## src/core/pdg_regs.svh

```systemverilog
/*
 * Register offsets, field positions, reset values and timing counts of the
 * port D..G pin function multiplexer.
 * Assumes byte addressing on an APB bus with 32-bit data words.
 */
`ifndef PDG_REGS_SVH
`define PDG_REGS_SVH

// register byte offsets
`define PDG_OFF_FUNC_D 8'h00
`define PDG_OFF_FUNC_E 8'h04
`define PDG_OFF_FUNC_F 8'h08
`define PDG_OFF_FUNC_G 8'h0C
`define PDG_OFF_DOUT 8'h10
`define PDG_OFF_DIR 8'h14
`define PDG_OFF_DIN 8'h18
`define PDG_OFF_CTRL 8'h1C
`define PDG_OFF_STATUS 8'h20

// port lanes inside the data-out, direction and data-in words
`define PDG_LANE_D 0
`define PDG_LANE_E 8
`define PDG_LANE_F 16
`define PDG_LANE_G 24

// control and status bits
`define PDG_CTRL_PWRDN 0
`define PDG_STAT_SELECT 0
`define PDG_STAT_PWRDN 1
`define PDG_STAT_UPPER_WR 2
`define PDG_STAT_ADDR_IN 4

// latched address bit that lands on pin 0 of each port
`define PDG_ADDR_BASE_E 0
`define PDG_ADDR_BASE_F 0
`define PDG_ADDR_BASE_G 8

// reset values: every pin back to general-purpose input
`define PDG_RST_FUNC 32'h0000_0000
`define PDG_RST_DOUT 32'h0000_0000
`define PDG_RST_DIR 32'h0000_0000

// synchroniser depth on pin inputs
`define PDG_SYNC_STAGES 2

`endif

```

## src/core/pdg_pkg.sv

```systemverilog
/*
 * Types of the port D..G pin function multiplexer: per-port function codes.
 * Assumes nothing beyond a SystemVerilog compiler.
 */
package pdg_pkg;

    typedef enum logic [1:0] {
        PDG_D_GPIO = 2'h0,
        PDG_D_PLD = 2'h1,
        PDG_D_SPECIAL = 2'h2
    } pdg_d_func_type;

    typedef enum logic [2:0] {
        PDG_E_GPIO = 3'h0,
        PDG_E_ADDR_OUT = 3'h1,
        PDG_E_JTAG = 3'h2,
        PDG_E_ISP_READY = 3'h3
    } pdg_e_func_type;

    typedef enum logic [2:0] {
        PDG_F_GPIO = 3'h0,
        PDG_F_EXT_SEL = 3'h1,
        PDG_F_LOGIC_IN = 3'h2,
        PDG_F_ADDR_OUT = 3'h3,
        PDG_F_ADDR_IN = 3'h4,
        PDG_F_DATA = 3'h5,
        PDG_F_PERIPH = 3'h6,
        PDG_F_HOST_RST = 3'h7
    } pdg_f_func_type;

    typedef enum logic [1:0] {
        PDG_G_GPIO = 2'h0,
        PDG_G_ADDR_OUT = 2'h1,
        PDG_G_DATA = 2'h2,
        PDG_G_HOST_RST = 2'h3
    } pdg_g_func_type;

endpackage : pdg_pkg

```

## src/core/pdg_reg_if.sv

```systemverilog
/*
 * Carrier between the APB slave and the register file of the pin multiplexer.
 * Assumes both ends run on the same pclk.
 */
`timescale 1ns/100ps
interface pdg_reg_if;
    logic wr_en;
    logic [7:0] addr;
    logic [31:0] wdata;
    logic [31:0] rdata;
    modport slave (output wr_en, output addr, output wdata, input rdata);
    modport regs (input wr_en, input addr, input wdata, output rdata);
endinterface : pdg_reg_if

```

## src/core/pdg_pin_sync.sv

```systemverilog
/*
 * Two-stage synchroniser for a group of pin inputs.
 * Assumes the inputs are asynchronous to pclk; only the second stage is read.
 */
`timescale 1ns/100ps
module pdg_pin_sync #(
    parameter int WIDTH = 8
) (
    input wire logic pclk,
    input wire logic presetn,
    input wire logic [WIDTH-1:0] pin_in,
    output logic [WIDTH-1:0] pin_sync
);
    logic [WIDTH-1:0] meta_q;
    logic [WIDTH-1:0] sync_q;

    // first stage feeds only the second
    always_ff @(posedge pclk or negedge presetn) begin
        if (!presetn) begin
            meta_q <= '0;
            sync_q <= '0;
        end else begin
            meta_q <= pin_in;
            sync_q <= meta_q;
        end
    end

    assign pin_sync = sync_q;
endmodule : pdg_pin_sync

```

## src/core/pdg_apb_slave.sv

```systemverilog
/*
 * APB slave for the pin multiplexer registers: one wait state per transfer.
 * Assumes an APB master that holds its request until pready is seen high.
 */
`timescale 1ns/100ps
`include "pdg_regs.svh"
module pdg_apb_slave (
    input wire logic pclk,
    input wire logic presetn,
    input wire logic psel,
    input wire logic penable,
    input wire logic pwrite,
    input wire logic [7:0] paddr,
    input wire logic [31:0] pwdata,
    output logic pready,
    output logic [31:0] prdata,
    output logic pslverr,
    pdg_reg_if.slave rif
);
    logic pready_q;
    logic [31:0] prdata_q;
    logic pslverr_q;
    logic access;

    // aligned word at a mapped offset
    function automatic logic addr_hit(input logic [7:0] a);
        addr_hit = (a[1:0] == 2'h0) && (a <= `PDG_OFF_STATUS);
    endfunction : addr_hit

    assign access = psel && penable;
    // the write lands on the edge where pready is sampled high
    assign rif.wr_en = access && pwrite && pready_q && addr_hit(paddr);
    assign rif.addr = paddr;
    assign rif.wdata = pwdata;

    // answer one cycle into the access phase; unmapped gives error and zero
    always_ff @(posedge pclk or negedge presetn) begin
        if (!presetn) begin
            pready_q <= 1'b0;
            prdata_q <= 32'h0000_0000;
            pslverr_q <= 1'b0;
        end else if (access && !pready_q) begin
            pready_q <= 1'b1;
            prdata_q <= (!pwrite && addr_hit(paddr)) ? rif.rdata : 32'h0000_0000;
            pslverr_q <= !addr_hit(paddr);
        end else begin
            pready_q <= 1'b0;
            pslverr_q <= 1'b0;
        end
    end

    assign pready = pready_q;
    assign prdata = prdata_q;
    assign pslverr = pslverr_q;

    chk_apb_one_wait : assert property (@(posedge pclk) disable iff (!presetn)
        (psel && !penable) ##1 (psel && penable) |-> !pready ##1 pready)
        else $error("apb answer not after exactly one wait state");
endmodule : pdg_apb_slave

```

## src/core/pdg_pin_mux.sv

```systemverilog
/*
 * Pin function multiplexer for port D pins 2..3 and ports E, F and G.
 * Assumes internal logic (address latch, PLD, JTAG engine, memories) runs on
 * pclk; only the pins are asynchronous and pass two flip-flops.
 */
// What this block does
// - every pin selectable as plain host I/O
// - port D pins 2..3 as transparent PLD inputs
// - select input low enables memory access
// - select input high disables all memories
// - falling select edge wakes from power-down
// - port D pin 3 as upper-byte write strobe
// - port E pins 0..3 carry JTAG signals
// - port E pin 4 status or ready/busy
// - port E pin 5 active-low programming error
// - E, F, G pins output latched address bits
// - port F as select outputs or logic inputs
// - port F pins 1..3 take address 1..3
// - port F as low data byte
// - port G as high data byte
// - peripheral mode on F, host reset on F, G
// - low reset clears ports, aborts programming
`timescale 1ns/100ps
`include "pdg_regs.svh"
module pdg_pin_mux (
    input wire logic pclk,
    input wire logic presetn,
    input wire logic psel,
    input wire logic penable,
    input wire logic pwrite,
    input wire logic [7:0] paddr,
    input wire logic [31:0] pwdata,
    output logic pready,
    output logic [31:0] prdata,
    output logic pslverr,
    input wire logic port_d_pin2_in,
    output logic port_d_pin2_out,
    output logic port_d_pin2_oe,
    input wire logic port_d_pin3_in,
    output logic port_d_pin3_out,
    output logic port_d_pin3_oe,
    input wire logic [7:0] port_e_pins_in,
    output logic [7:0] port_e_pins_out,
    output logic [7:0] port_e_pins_oe,
    input wire logic [7:0] port_f_pins_in,
    output logic [7:0] port_f_pins_out,
    output logic [7:0] port_f_pins_oe,
    input wire logic [7:0] port_g_pins_in,
    output logic [7:0] port_g_pins_out,
    output logic [7:0] port_g_pins_oe,
    input wire logic [15:0] host_addr,
    input wire logic addr_latch,
    input wire logic [7:0] ext_select_out,
    input wire logic jtag_tdo,
    input wire logic jtag_tdo_en,
    input wire logic prog_status_out,
    input wire logic prog_error,
    input wire logic isp_ready,
    input wire logic [15:0] bus_rd_data,
    input wire logic bus_drive,
    input wire logic periph_drive,
    input wire logic host_reset,
    output logic [1:0] pld_d_in,
    output logic [7:0] general_logic_array_in,
    output logic mem_enable,
    output logic wake,
    output logic upper_byte_wr,
    output logic jtag_tms,
    output logic jtag_tck,
    output logic jtag_tdi,
    output logic [3:1] addr_in,
    output logic [15:0] bus_wr_data,
    output logic prog_abort
);
    import pdg_pkg::*;

    pdg_reg_if rif ();

    logic [1:0] d_sync;
    logic [7:0] e_sync;
    logic [7:0] f_sync;
    logic [7:0] g_sync;
    logic [3:0] func_d_q;
    logic [23:0] func_e_q;
    logic [23:0] func_f_q;
    logic [15:0] func_g_q;
    logic [31:0] dout_q;
    logic [31:0] dir_q;
    logic [15:0] addr_lat_q;
    logic pwrdn_q;
    logic sel_prev_q;
    logic sel_mode;
    logic wr_mode;
    logic sel_fall;
    logic [1:0] d_out_d, d_oe_d, d_out_q, d_oe_q;
    logic [7:0] e_out_d, e_oe_d, e_out_q, e_oe_q;
    logic [7:0] f_out_d, f_oe_d, f_out_q, f_oe_q;
    logic [7:0] g_out_d, g_oe_d, g_out_q, g_oe_q;
    logic [1:0] pld_d_q;
    logic [7:0] logic_in_q;
    logic mem_enable_q, wake_q, upper_wr_q;
    logic tms_q, tck_q, tdi_q, abort_q;
    logic [3:1] addr_in_q;
    logic [15:0] bus_wr_q;

    pdg_apb_slave u_apb (
        .pclk(pclk),
        .presetn(presetn),
        .psel(psel),
        .penable(penable),
        .pwrite(pwrite),
        .paddr(paddr),
        .pwdata(pwdata),
        .pready(pready),
        .prdata(prdata),
        .pslverr(pslverr),
        .rif(rif.slave)
    );

    pdg_pin_sync #(.WIDTH(26)) u_sync (
        .pclk(pclk),
        .presetn(presetn),
        .pin_in({port_d_pin3_in, port_d_pin2_in, port_e_pins_in, port_f_pins_in, port_g_pins_in}),
        .pin_sync({d_sync, e_sync, f_sync, g_sync})
    );

    assign sel_mode = pdg_d_func_type'(func_d_q[1:0]) == PDG_D_SPECIAL;
    assign wr_mode = pdg_d_func_type'(func_d_q[3:2]) == PDG_D_SPECIAL;
    // synced select level is read, never the first synchroniser stage
    assign sel_fall = sel_mode && sel_prev_q && !d_sync[0];

    // function, data-out and direction registers; reset returns every pin to input
    always_ff @(posedge pclk or negedge presetn) begin
        if (!presetn) begin
            func_d_q <= 4'(`PDG_RST_FUNC);
            func_e_q <= 24'h00_0000;
            func_f_q <= 24'h00_0000;
            func_g_q <= 16'h0000;
            dout_q <= `PDG_RST_DOUT;
            dir_q <= `PDG_RST_DIR;
        end else if (rif.wr_en) begin
            unique case (rif.addr)
                `PDG_OFF_FUNC_D: func_d_q <= rif.wdata[3:0];
                `PDG_OFF_FUNC_E: func_e_q <= rif.wdata[23:0];
                `PDG_OFF_FUNC_F: func_f_q <= rif.wdata[23:0];
                `PDG_OFF_FUNC_G: func_g_q <= rif.wdata[15:0];
                `PDG_OFF_DOUT: dout_q <= rif.wdata;
                `PDG_OFF_DIR: dir_q <= rif.wdata;
                default: ;
            endcase
        end
    end

    // power-down: software enters it, a select falling edge leaves it;
    // the wake wins over a write in the same cycle so no wake-up is lost
    always_ff @(posedge pclk or negedge presetn) begin
        if (!presetn) begin
            pwrdn_q <= 1'b0;
            sel_prev_q <= 1'b1;
        end else begin
            sel_prev_q <= d_sync[0];
            if (sel_fall) begin
                pwrdn_q <= 1'b0;
            end else if (rif.wr_en && rif.addr == `PDG_OFF_CTRL) begin
                pwrdn_q <= rif.wdata[`PDG_CTRL_PWRDN];
            end
        end
    end

    // register read mux; unused lanes read as zero
    always_comb begin
        rif.rdata = 32'h0000_0000;
        unique case (rif.addr)
            `PDG_OFF_FUNC_D: rif.rdata[3:0] = func_d_q;
            `PDG_OFF_FUNC_E: rif.rdata[23:0] = func_e_q;
            `PDG_OFF_FUNC_F: rif.rdata[23:0] = func_f_q;
            `PDG_OFF_FUNC_G: rif.rdata[15:0] = func_g_q;
            `PDG_OFF_DOUT: rif.rdata = dout_q;
            `PDG_OFF_DIR: rif.rdata = dir_q;
            `PDG_OFF_DIN: rif.rdata = {g_sync, f_sync, e_sync, 6'h00, d_sync};
            `PDG_OFF_CTRL: rif.rdata[`PDG_CTRL_PWRDN] = pwrdn_q;
            `PDG_OFF_STATUS: begin
                rif.rdata[`PDG_STAT_SELECT] = mem_enable_q;
                rif.rdata[`PDG_STAT_PWRDN] = pwrdn_q;
                rif.rdata[`PDG_STAT_UPPER_WR] = upper_wr_q;
                rif.rdata[`PDG_STAT_ADDR_IN+:3] = addr_in_q;
            end
            default: ;
        endcase
    end

    // address latch, captured on the host latch strobe
    always_ff @(posedge pclk or negedge presetn) begin
        if (!presetn) begin
            addr_lat_q <= 16'h0000;
        end else if (addr_latch) begin
            addr_lat_q <= host_addr;
        end
    end

    // pin drive per function; a pin carries exactly one function at a time
    for (genvar i = 0; i < 2; i++) begin : g_d
        always_comb begin
            d_out_d[i] = dout_q[`PDG_LANE_D+i];
            d_oe_d[i] = 1'b0;
            if (pdg_d_func_type'(func_d_q[2*i+:2]) == PDG_D_GPIO) begin
                d_oe_d[i] = dir_q[`PDG_LANE_D+i];
            end
        end
    end

    for (genvar i = 0; i < 8; i++) begin : g_e
        always_comb begin
            e_out_d[i] = dout_q[`PDG_LANE_E+i];
            e_oe_d[i] = 1'b0;
            unique case (pdg_e_func_type'(func_e_q[3*i+:3]))
                PDG_E_GPIO: e_oe_d[i] = dir_q[`PDG_LANE_E+i];
                PDG_E_ADDR_OUT: begin
                    e_out_d[i] = addr_lat_q[`PDG_ADDR_BASE_E+i];
                    e_oe_d[i] = 1'b1;
                end
                PDG_E_JTAG: begin
                    // pins 0..2 are inputs, 6..7 have no test role and float
                    if (i == 3) begin
                        e_out_d[i] = jtag_tdo;
                        e_oe_d[i] = jtag_tdo_en;
                    end else if (i == 4) begin
                        e_out_d[i] = prog_status_out;
                        e_oe_d[i] = 1'b1;
                    end else if (i == 5) begin
                        e_out_d[i] = !prog_error;
                        e_oe_d[i] = 1'b1;
                    end
                end
                PDG_E_ISP_READY: begin
                    if (i == 4) begin
                        e_out_d[i] = isp_ready;
                        e_oe_d[i] = 1'b1;
                    end
                end
                default: ;
            endcase
        end
    end

    for (genvar i = 0; i < 8; i++) begin : g_f
        always_comb begin
            f_out_d[i] = dout_q[`PDG_LANE_F+i];
            f_oe_d[i] = 1'b0;
            unique case (pdg_f_func_type'(func_f_q[3*i+:3]))
                PDG_F_GPIO: f_oe_d[i] = dir_q[`PDG_LANE_F+i];
                PDG_F_EXT_SEL: begin
                    f_out_d[i] = ext_select_out[i];
                    f_oe_d[i] = 1'b1;
                end
                PDG_F_ADDR_OUT: begin
                    f_out_d[i] = addr_lat_q[`PDG_ADDR_BASE_F+i];
                    f_oe_d[i] = 1'b1;
                end
                PDG_F_DATA: begin
                    f_out_d[i] = bus_rd_data[i];
                    f_oe_d[i] = bus_drive;
                end
                PDG_F_PERIPH: begin
                    f_out_d[i] = bus_rd_data[i];
                    f_oe_d[i] = periph_drive;
                end
                PDG_F_HOST_RST: begin
                    // open-drain low while the host is held in reset
                    f_out_d[i] = 1'b0;
                    f_oe_d[i] = host_reset;
                end
                default: ;
            endcase
        end
    end

    for (genvar i = 0; i < 8; i++) begin : g_g
        always_comb begin
            g_out_d[i] = dout_q[`PDG_LANE_G+i];
            g_oe_d[i] = 1'b0;
            unique case (pdg_g_func_type'(func_g_q[2*i+:2]))
                PDG_G_GPIO: g_oe_d[i] = dir_q[`PDG_LANE_G+i];
                PDG_G_ADDR_OUT: begin
                    g_out_d[i] = addr_lat_q[`PDG_ADDR_BASE_G+i];
                    g_oe_d[i] = 1'b1;
                end
                PDG_G_DATA: begin
                    g_out_d[i] = bus_rd_data[8+i];
                    g_oe_d[i] = bus_drive;
                end
                PDG_G_HOST_RST: begin
                    g_out_d[i] = 1'b0;
                    g_oe_d[i] = host_reset;
                end
                default: ;
            endcase
        end
    end

    // registered pin drivers; reset releases every pin
    always_ff @(posedge pclk or negedge presetn) begin
        if (!presetn) begin
            d_out_q <= 2'h0;
            d_oe_q <= 2'h0;
            e_out_q <= 8'h00;
            e_oe_q <= 8'h00;
            f_out_q <= 8'h00;
            f_oe_q <= 8'h00;
            g_out_q <= 8'h00;
            g_oe_q <= 8'h00;
        end else begin
            d_out_q <= d_out_d;
            d_oe_q <= d_oe_d;
            e_out_q <= e_out_d;
            e_oe_q <= e_oe_d;
            f_out_q <= f_out_d;
            f_oe_q <= f_oe_d;
            g_out_q <= g_out_d;
            g_oe_q <= g_oe_d;
        end
    end

    // inputs toward internal logic; unselected PLD and logic inputs read zero, JTAG and address inputs hold, the data word follows the pins
    always_ff @(posedge pclk or negedge presetn) begin
        if (!presetn) begin
            pld_d_q <= 2'h0;
            logic_in_q <= 8'h00;
            mem_enable_q <= 1'b1;
            wake_q <= 1'b0;
            upper_wr_q <= 1'b0;
            tms_q <= 1'b1;
            tck_q <= 1'b0;
            tdi_q <= 1'b1;
            addr_in_q <= 3'h0;
            bus_wr_q <= 16'h0000;
        end else begin
            for (int i = 0; i < 2; i++) begin
                pld_d_q[i] <= (pdg_d_func_type'(func_d_q[2*i+:2]) == PDG_D_PLD) && d_sync[i];
            end
            for (int i = 0; i < 8; i++) begin
                logic_in_q[i] <= (pdg_f_func_type'(func_f_q[3*i+:3]) == PDG_F_LOGIC_IN) && f_sync[i];
            end
            // memories run while the select input is low, and always when port D pin 2 is not in select mode
            mem_enable_q <= !sel_mode || !d_sync[0];
            wake_q <= sel_fall && pwrdn_q;
            upper_wr_q <= wr_mode && !d_sync[1];
            if (pdg_e_func_type'(func_e_q[2:0]) == PDG_E_JTAG) begin
                tms_q <= e_sync[0];
            end
            if (pdg_e_func_type'(func_e_q[5:3]) == PDG_E_JTAG) begin
                tck_q <= e_sync[1];
            end
            if (pdg_e_func_type'(func_e_q[8:6]) == PDG_E_JTAG) begin
                tdi_q <= e_sync[2];
            end
            for (int i = 1; i < 4; i++) begin
                if (pdg_f_func_type'(func_f_q[3*i+:3]) == PDG_F_ADDR_IN) begin
                    addr_in_q[i] <= f_sync[i];
                end
            end
            bus_wr_q <= {g_sync, f_sync};
        end
    end

    // programming abort: held through reset, dropped at the first edge after
    always_ff @(posedge pclk or negedge presetn) begin
        if (!presetn) begin
            abort_q <= 1'b1;
        end else begin
            abort_q <= 1'b0;
        end
    end

    assign port_d_pin2_out = d_out_q[0];
    assign port_d_pin2_oe = d_oe_q[0];
    assign port_d_pin3_out = d_out_q[1];
    assign port_d_pin3_oe = d_oe_q[1];
    assign port_e_pins_out = e_out_q;
    assign port_e_pins_oe = e_oe_q;
    assign port_f_pins_out = f_out_q;
    assign port_f_pins_oe = f_oe_q;
    assign port_g_pins_out = g_out_q;
    assign port_g_pins_oe = g_oe_q;
    assign pld_d_in = pld_d_q;
    assign general_logic_array_in = logic_in_q;
    assign mem_enable = mem_enable_q;
    assign wake = wake_q;
    assign upper_byte_wr = upper_wr_q;
    assign jtag_tms = tms_q;
    assign jtag_tck = tck_q;
    assign jtag_tdi = tdi_q;
    assign addr_in = addr_in_q;
    assign bus_wr_data = bus_wr_q;
    assign prog_abort = abort_q;

    chk_select_disables_mem : assert property (@(posedge pclk) disable iff (!presetn)
        (sel_mode && d_sync[0]) |=> !mem_enable)
        else $error("memory still enabled with select high");
    chk_select_enables_mem : assert property (@(posedge pclk) disable iff (!presetn)
        (sel_mode && !d_sync[0]) |=> mem_enable)
        else $error("memory disabled with select low");
    chk_wake_leaves_pwrdn : assert property (@(posedge pclk) disable iff (!presetn)
        (sel_fall && pwrdn_q) |=> (wake && !pwrdn_q) ##1 !wake)
        else $error("falling select did not wake exactly once");
    chk_upper_wr_strobe : assert property (@(posedge pclk) disable iff (!presetn)
        wr_mode && $fell(d_sync[1]) |=> upper_byte_wr)
        else $error("upper byte strobe not seen");
    chk_tdo_drive : assert property (@(posedge pclk) disable iff (!presetn)
        (pdg_e_func_type'(func_e_q[11:9]) == PDG_E_JTAG) |=> port_e_pins_oe[3] == $past(jtag_tdo_en))
        else $error("test data out enable wrong");
    chk_error_pin_low : assert property (@(posedge pclk) disable iff (!presetn)
        (pdg_e_func_type'(func_e_q[17:15]) == PDG_E_JTAG && prog_error)
        |=> (port_e_pins_oe[5] && !port_e_pins_out[5]))
        else $error("error pin not driven low");
    chk_addr_out_bit : assert property (@(posedge pclk) disable iff (!presetn)
        (pdg_g_func_type'(func_g_q[1:0]) == PDG_G_ADDR_OUT)
        |=> (port_g_pins_oe[0] && port_g_pins_out[0] == $past(addr_lat_q[`PDG_ADDR_BASE_G])))
        else $error("latched address bit not on port g");
    chk_data_low_drive : assert property (@(posedge pclk) disable iff (!presetn)
        (pdg_f_func_type'(func_f_q[2:0]) == PDG_F_DATA) |=> port_f_pins_oe[0] == $past(bus_drive))
        else $error("low data byte drive wrong");
    chk_gpio_dir : assert property (@(posedge pclk) disable iff (!presetn)
        (pdg_g_func_type'(func_g_q[15:14]) == PDG_G_GPIO) |=> port_g_pins_oe[7] == $past(dir_q[31]))
        else $error("gpio direction not followed");
endmodule : pdg_pin_mux

```

## config.mk

```make
export PLATFORM = sky130hd
export DESIGN_NAME = pdg_pin_mux
export DESIGN_NICKNAME = d
export VERILOG_FILES = /design/src/core/pdg_pkg.sv /design/src/core/pdg_reg_if.sv /design/src/core/pdg_pin_sync.sv /design/src/core/pdg_apb_slave.sv /design/src/core/pdg_pin_mux.sv
export VERILOG_INCLUDE_DIRS = /design/src /design/src/core
export SDC_FILE = /design/constraint.sdc
export NUM_CORES = 1
export LEC_CHECK = 0
export ABC_CLOCK_PERIOD_IN_PS = 1600
export BUFFER_PORTS_ARGS = -buffer_cell sky130_fd_sc_hd__buf_2
export CORE_MARGIN = 4
export CORE_UTILIZATION = 50
export CTS_CLUSTER_DIAMETER = 100
export DETAILED_ROUTE_END_ITERATION = 6
export PLACE_DENSITY_LB_ADDON = 0.1
export SYNTH_ARGS = -nofsm -noshare
export SYNTH_HDL_FRONTEND = slang
export SYNTH_SLANG_ARGS = --single-unit
```

## constraint.sdc

```tcl
create_clock -name pclk -period 1.6 [get_ports pclk]
set_input_delay 0.4 -clock pclk [delete_from_list [all_inputs] [get_ports pclk]]
set_output_delay 0.4 -clock pclk [all_outputs]
set_load 0.05 [all_outputs]
```

==> impl_metrics.json <==
{
  "slew_violations": 0,
  "ant_nets": 0,
  "violations": "negative setup slack",
  "crit_path_start_kind": "flop",
  "synth_area_um2": 13400,
  "dr.pass1.iters": 5,
  "wl_um": 40900,
  "synth_seq_area_share": 0.608,
  "synthTopCellsByArea": "dfrtp_1, mux2_2, mux2i_1",
  "hold_viol": 0,
  "grt_pass1_wl_um": 61600,
  "synth_fp_nets": 1153,
  "synth-seq-cells": 324,
  "hold_depth": 2,
  "skew_ns": 0.0177,
  "worst_slack_ns": -0.209,
  "final_common_cell": "dfrtp_1",
  "ff2ff_setup_slack_ns": -0.21,
  "ys_async_sr_fraction": 1.00,
  "end_kind": "flop",
  "dpl.cell_count": 1663,
  "drc_errors": 0,
  "hp-start": "host_addr[4]",
  "rows": 59,
  "reg2reg_from": "u_apb.pready",
  "cp.arrival_ns": 2.20,
  "antenna_found_initial": 0,
  "setup_viol": 122,
  "cts_tree": "done",
  "peakVddDrop_v": 0.000793,
  "core_um2": 26100,
  "num-nets-final": 1527,
  "cts.sinks": 324,
  "antenna_cells": 0,
  "synth-edff-count": 0,
  "cts-root-buf": "clkbuf_16",
  "dpl_cell_area_um2": 16100,
  "fin_crit_ns": 1.81,
  "min_to": "addr_lat_q[4]",
  "portBuffers": 241,
  "max-cap-violations": 0,
  "most-common-layout-cells": "dfrtp_1, buf_2, mux2_4",
  "yosys_warnings": 0,
  "fmax_mhz": 553,
  "track_usage": 0.276,
  "final_cells": 1766,
  "worstPathRequired_ns": 1.99,
  "synth_top_area_share": 0.598,
  "cts_buffer_depth": 3,
  "drt_iter0_drc": 772,
  "hold_slack_ns": 0.107,
  "synthFlopType": "dfrtp_1",
  "vias": 10082,
  "design_area_um2": 18100,
  "period_share": 1.13,
  "grt_pass1_vias": 10360,
  "dp.final_hpwl_um": 29100,
  "r2r_cells": 7,
  "cts.reportedPaths.clkPinSlew_ns": 0.06,
  "rsz0062_at_grt": "true",
  "postSynthCellCount": 1033,
  "cts_made_buffers": 35,
  "h-tree-depth": 2,
  "path_max_fanout": 4,
  "grt_start_max_net_pins": 67,
  "status": "finished, violations left",
  "dieWidth_um": 171,
  "post-place-ws_ns": -0.771,
  "area_growth_pct": 35.9,
  "fp.dieH_um": 171,
  "layout-drive-gt1-share": 0.442,
  "synth_cell_type_count": 66,
  "via_per_inst": 5.71,
  "dieArea_um2": 29400,
  "grt-ovfl-total": 0,
  "min_path_type": "input pin to flop",
  "ios": 242,
  "syn_avg_cell_area_um2": 12.9,
  "initial_core_util": 0.511,
  "power_density_nw_per_um2": 978,
  "place.gp.congestion": 0.924,
  "wl_per_cell_um": 23.2,
  "p_leak_nw": 8.77,
  "clk_latency_ns": 0.52,
  "setup_tns_ns": -15.56,
  "fillCellCount": 1924,
  "critical_path_class": "flop to flop",
  "timing.rr.end": "func_f_q[0]",
  "synth_top_area_cell": "dfrtp_1"
}
==> stage by stage <==
step / util / total power [mW]
after floorplan: - / 9.00
after global placement: 0.615 / 9.71
after detailed placement: 0.615 / 9.73
after CTS: 0.687 / 17.8
after global routing: 0.695 / 18.3
final: 0.695 / 17.7
==> worst max-delay path: stages (launching register included) <==
cell and delay (ns):
dfrtp_2 0.35, nand4_1 0.10, buf_6 0.16, or3_4 0.40, nor2_4 0.13, buf_4 0.12
buf_6 0.10, mux2_2 0.33
==> worst max path at each step <==
stage | start | end | slack, ns
floorplan | paddr[5] | func_g_q[10] | -0.69
global placement | paddr[5] | func_f_q[11] | -0.75
detailed placement | paddr[5] | func_f_q[11] | -0.77
CTS | u_apb.pready | func_f_q[0] | -0.18
global route | u_apb.pready | func_f_q[3] | -0.24
finish | u_apb.pready | func_f_q[0] | -0.21
==> Yosys cell counts (3+ instances only) <==
cell type / n
a211oi_1: 3
a21boi_0: 8
a21oi_1: 31
a221oi_1: 4
a222oi_1: 3
a22o_1: 24
a22oi_1: 28
a311oi_1: 9
a31oi_1: 11
and2_1: 5
buf_1: 4
buf_2: 4
buf_4: 6
buf_6: 5
clkbuf_1: 44
dfrtp_1: 319
dfstp_2: 5
inv_1: 11
mux2_1: 21
mux2_2: 144
mux2i_1: 47
nand2_1: 86
nand3_1: 3
nand3b_1: 12
nor2_1: 35
nor3_1: 22
nor3b_1: 8
nor4b_1: 10
o21a_1: 8
o21ai_0: 56
o21ai_1: 3
o221ai_1: 7
o22ai_1: 9
==> what timing repair did <==
action / CTS / global route
gates cloned: 5 / 0
hold buffers: 27 / 0
setup endpoints to repair: 159 / 163
endpoints found under the hold margin: 44 / 0
pin swaps: 3 / 4
buffers inserted: 9 / 4
resized for setup: 75 / 61
==> state kept, by name, summed over array words and instances, names as in the netlist, 3 cells and up <==
| signal | cells |
|---|---|
| port_g_pins_oe | 8 |
| port_f_pins_oe | 8 |
| port_g_pins_out | 8 |
| func_g_q | 16 |
| port_e_pins_out | 8 |
| func_f_q | 24 |
| dir_q | 32 |
| func_e_q | 24 |
| u_apb.prdata | 32 |
| general_logic_array_in | 8 |
| port_f_pins_out | 8 |
| func_d_q | 4 |
| u_sync.pin_sync | 26 |
| addr_in | 3 |
| port_e_pins_oe | 8 |
| bus_wr_data | 16 |
| addr_lat_q | 16 |
| dout_q | 32 |
| u_sync.meta_q | 26 |
==> power breakdown <==
group / total (mW) / leakage, nW / switching [mW] / internal, mW
Combinational: 1.22 / 3.96 / 0.752 / 0.470
Sequential: 8.44 / 4.24 / 0.0895 / 8.35
Clock: 8.08 / 0.571 / 3.21 / 4.86
Total: 17.7 / 8.77 / 4.06 / 13.7
==> area by class of cell <==
class / count / area (µm²) / area share
clock buffer: 52 / 1050 / 0.0580
clock inverter: 9 / 95.1 / 0.00524
inverter: 11 / 41.3 / 0.00227
multi-input combinational: 633 / 5410 / 0.298
sequential: 324 / 8120 / 0.447
tap: 335 / 419 / 0.0231
timing repair buffer: 402 / 3010 / 0.166
==> routing by layer <==
layer	share of wire	GRT usage
met1	0.43	0.387
met2	0.48	0.449
met3	0.067	0.0494
met4	0.026	0.0748
met5	0	0
==> cells by family (layout without fill, tap and decap cells) <==
| logic type | count (synthesis) | after routing | share of synthesized area |
|---|---|---|---|
| flops | 324 | 324 | 0.608 |
| compound gates | 213 | 213 | 0.107 |
| mux | 213 | 213 | 0.176 |
| simple gates | 206 | 206 | 0.0822 |
| buf+inv | 76 | 474 | 0.0272 |
| other cells | 1 | 1 | 0.000281 |
Note: power is estimated with default switching activity, not from simulation.
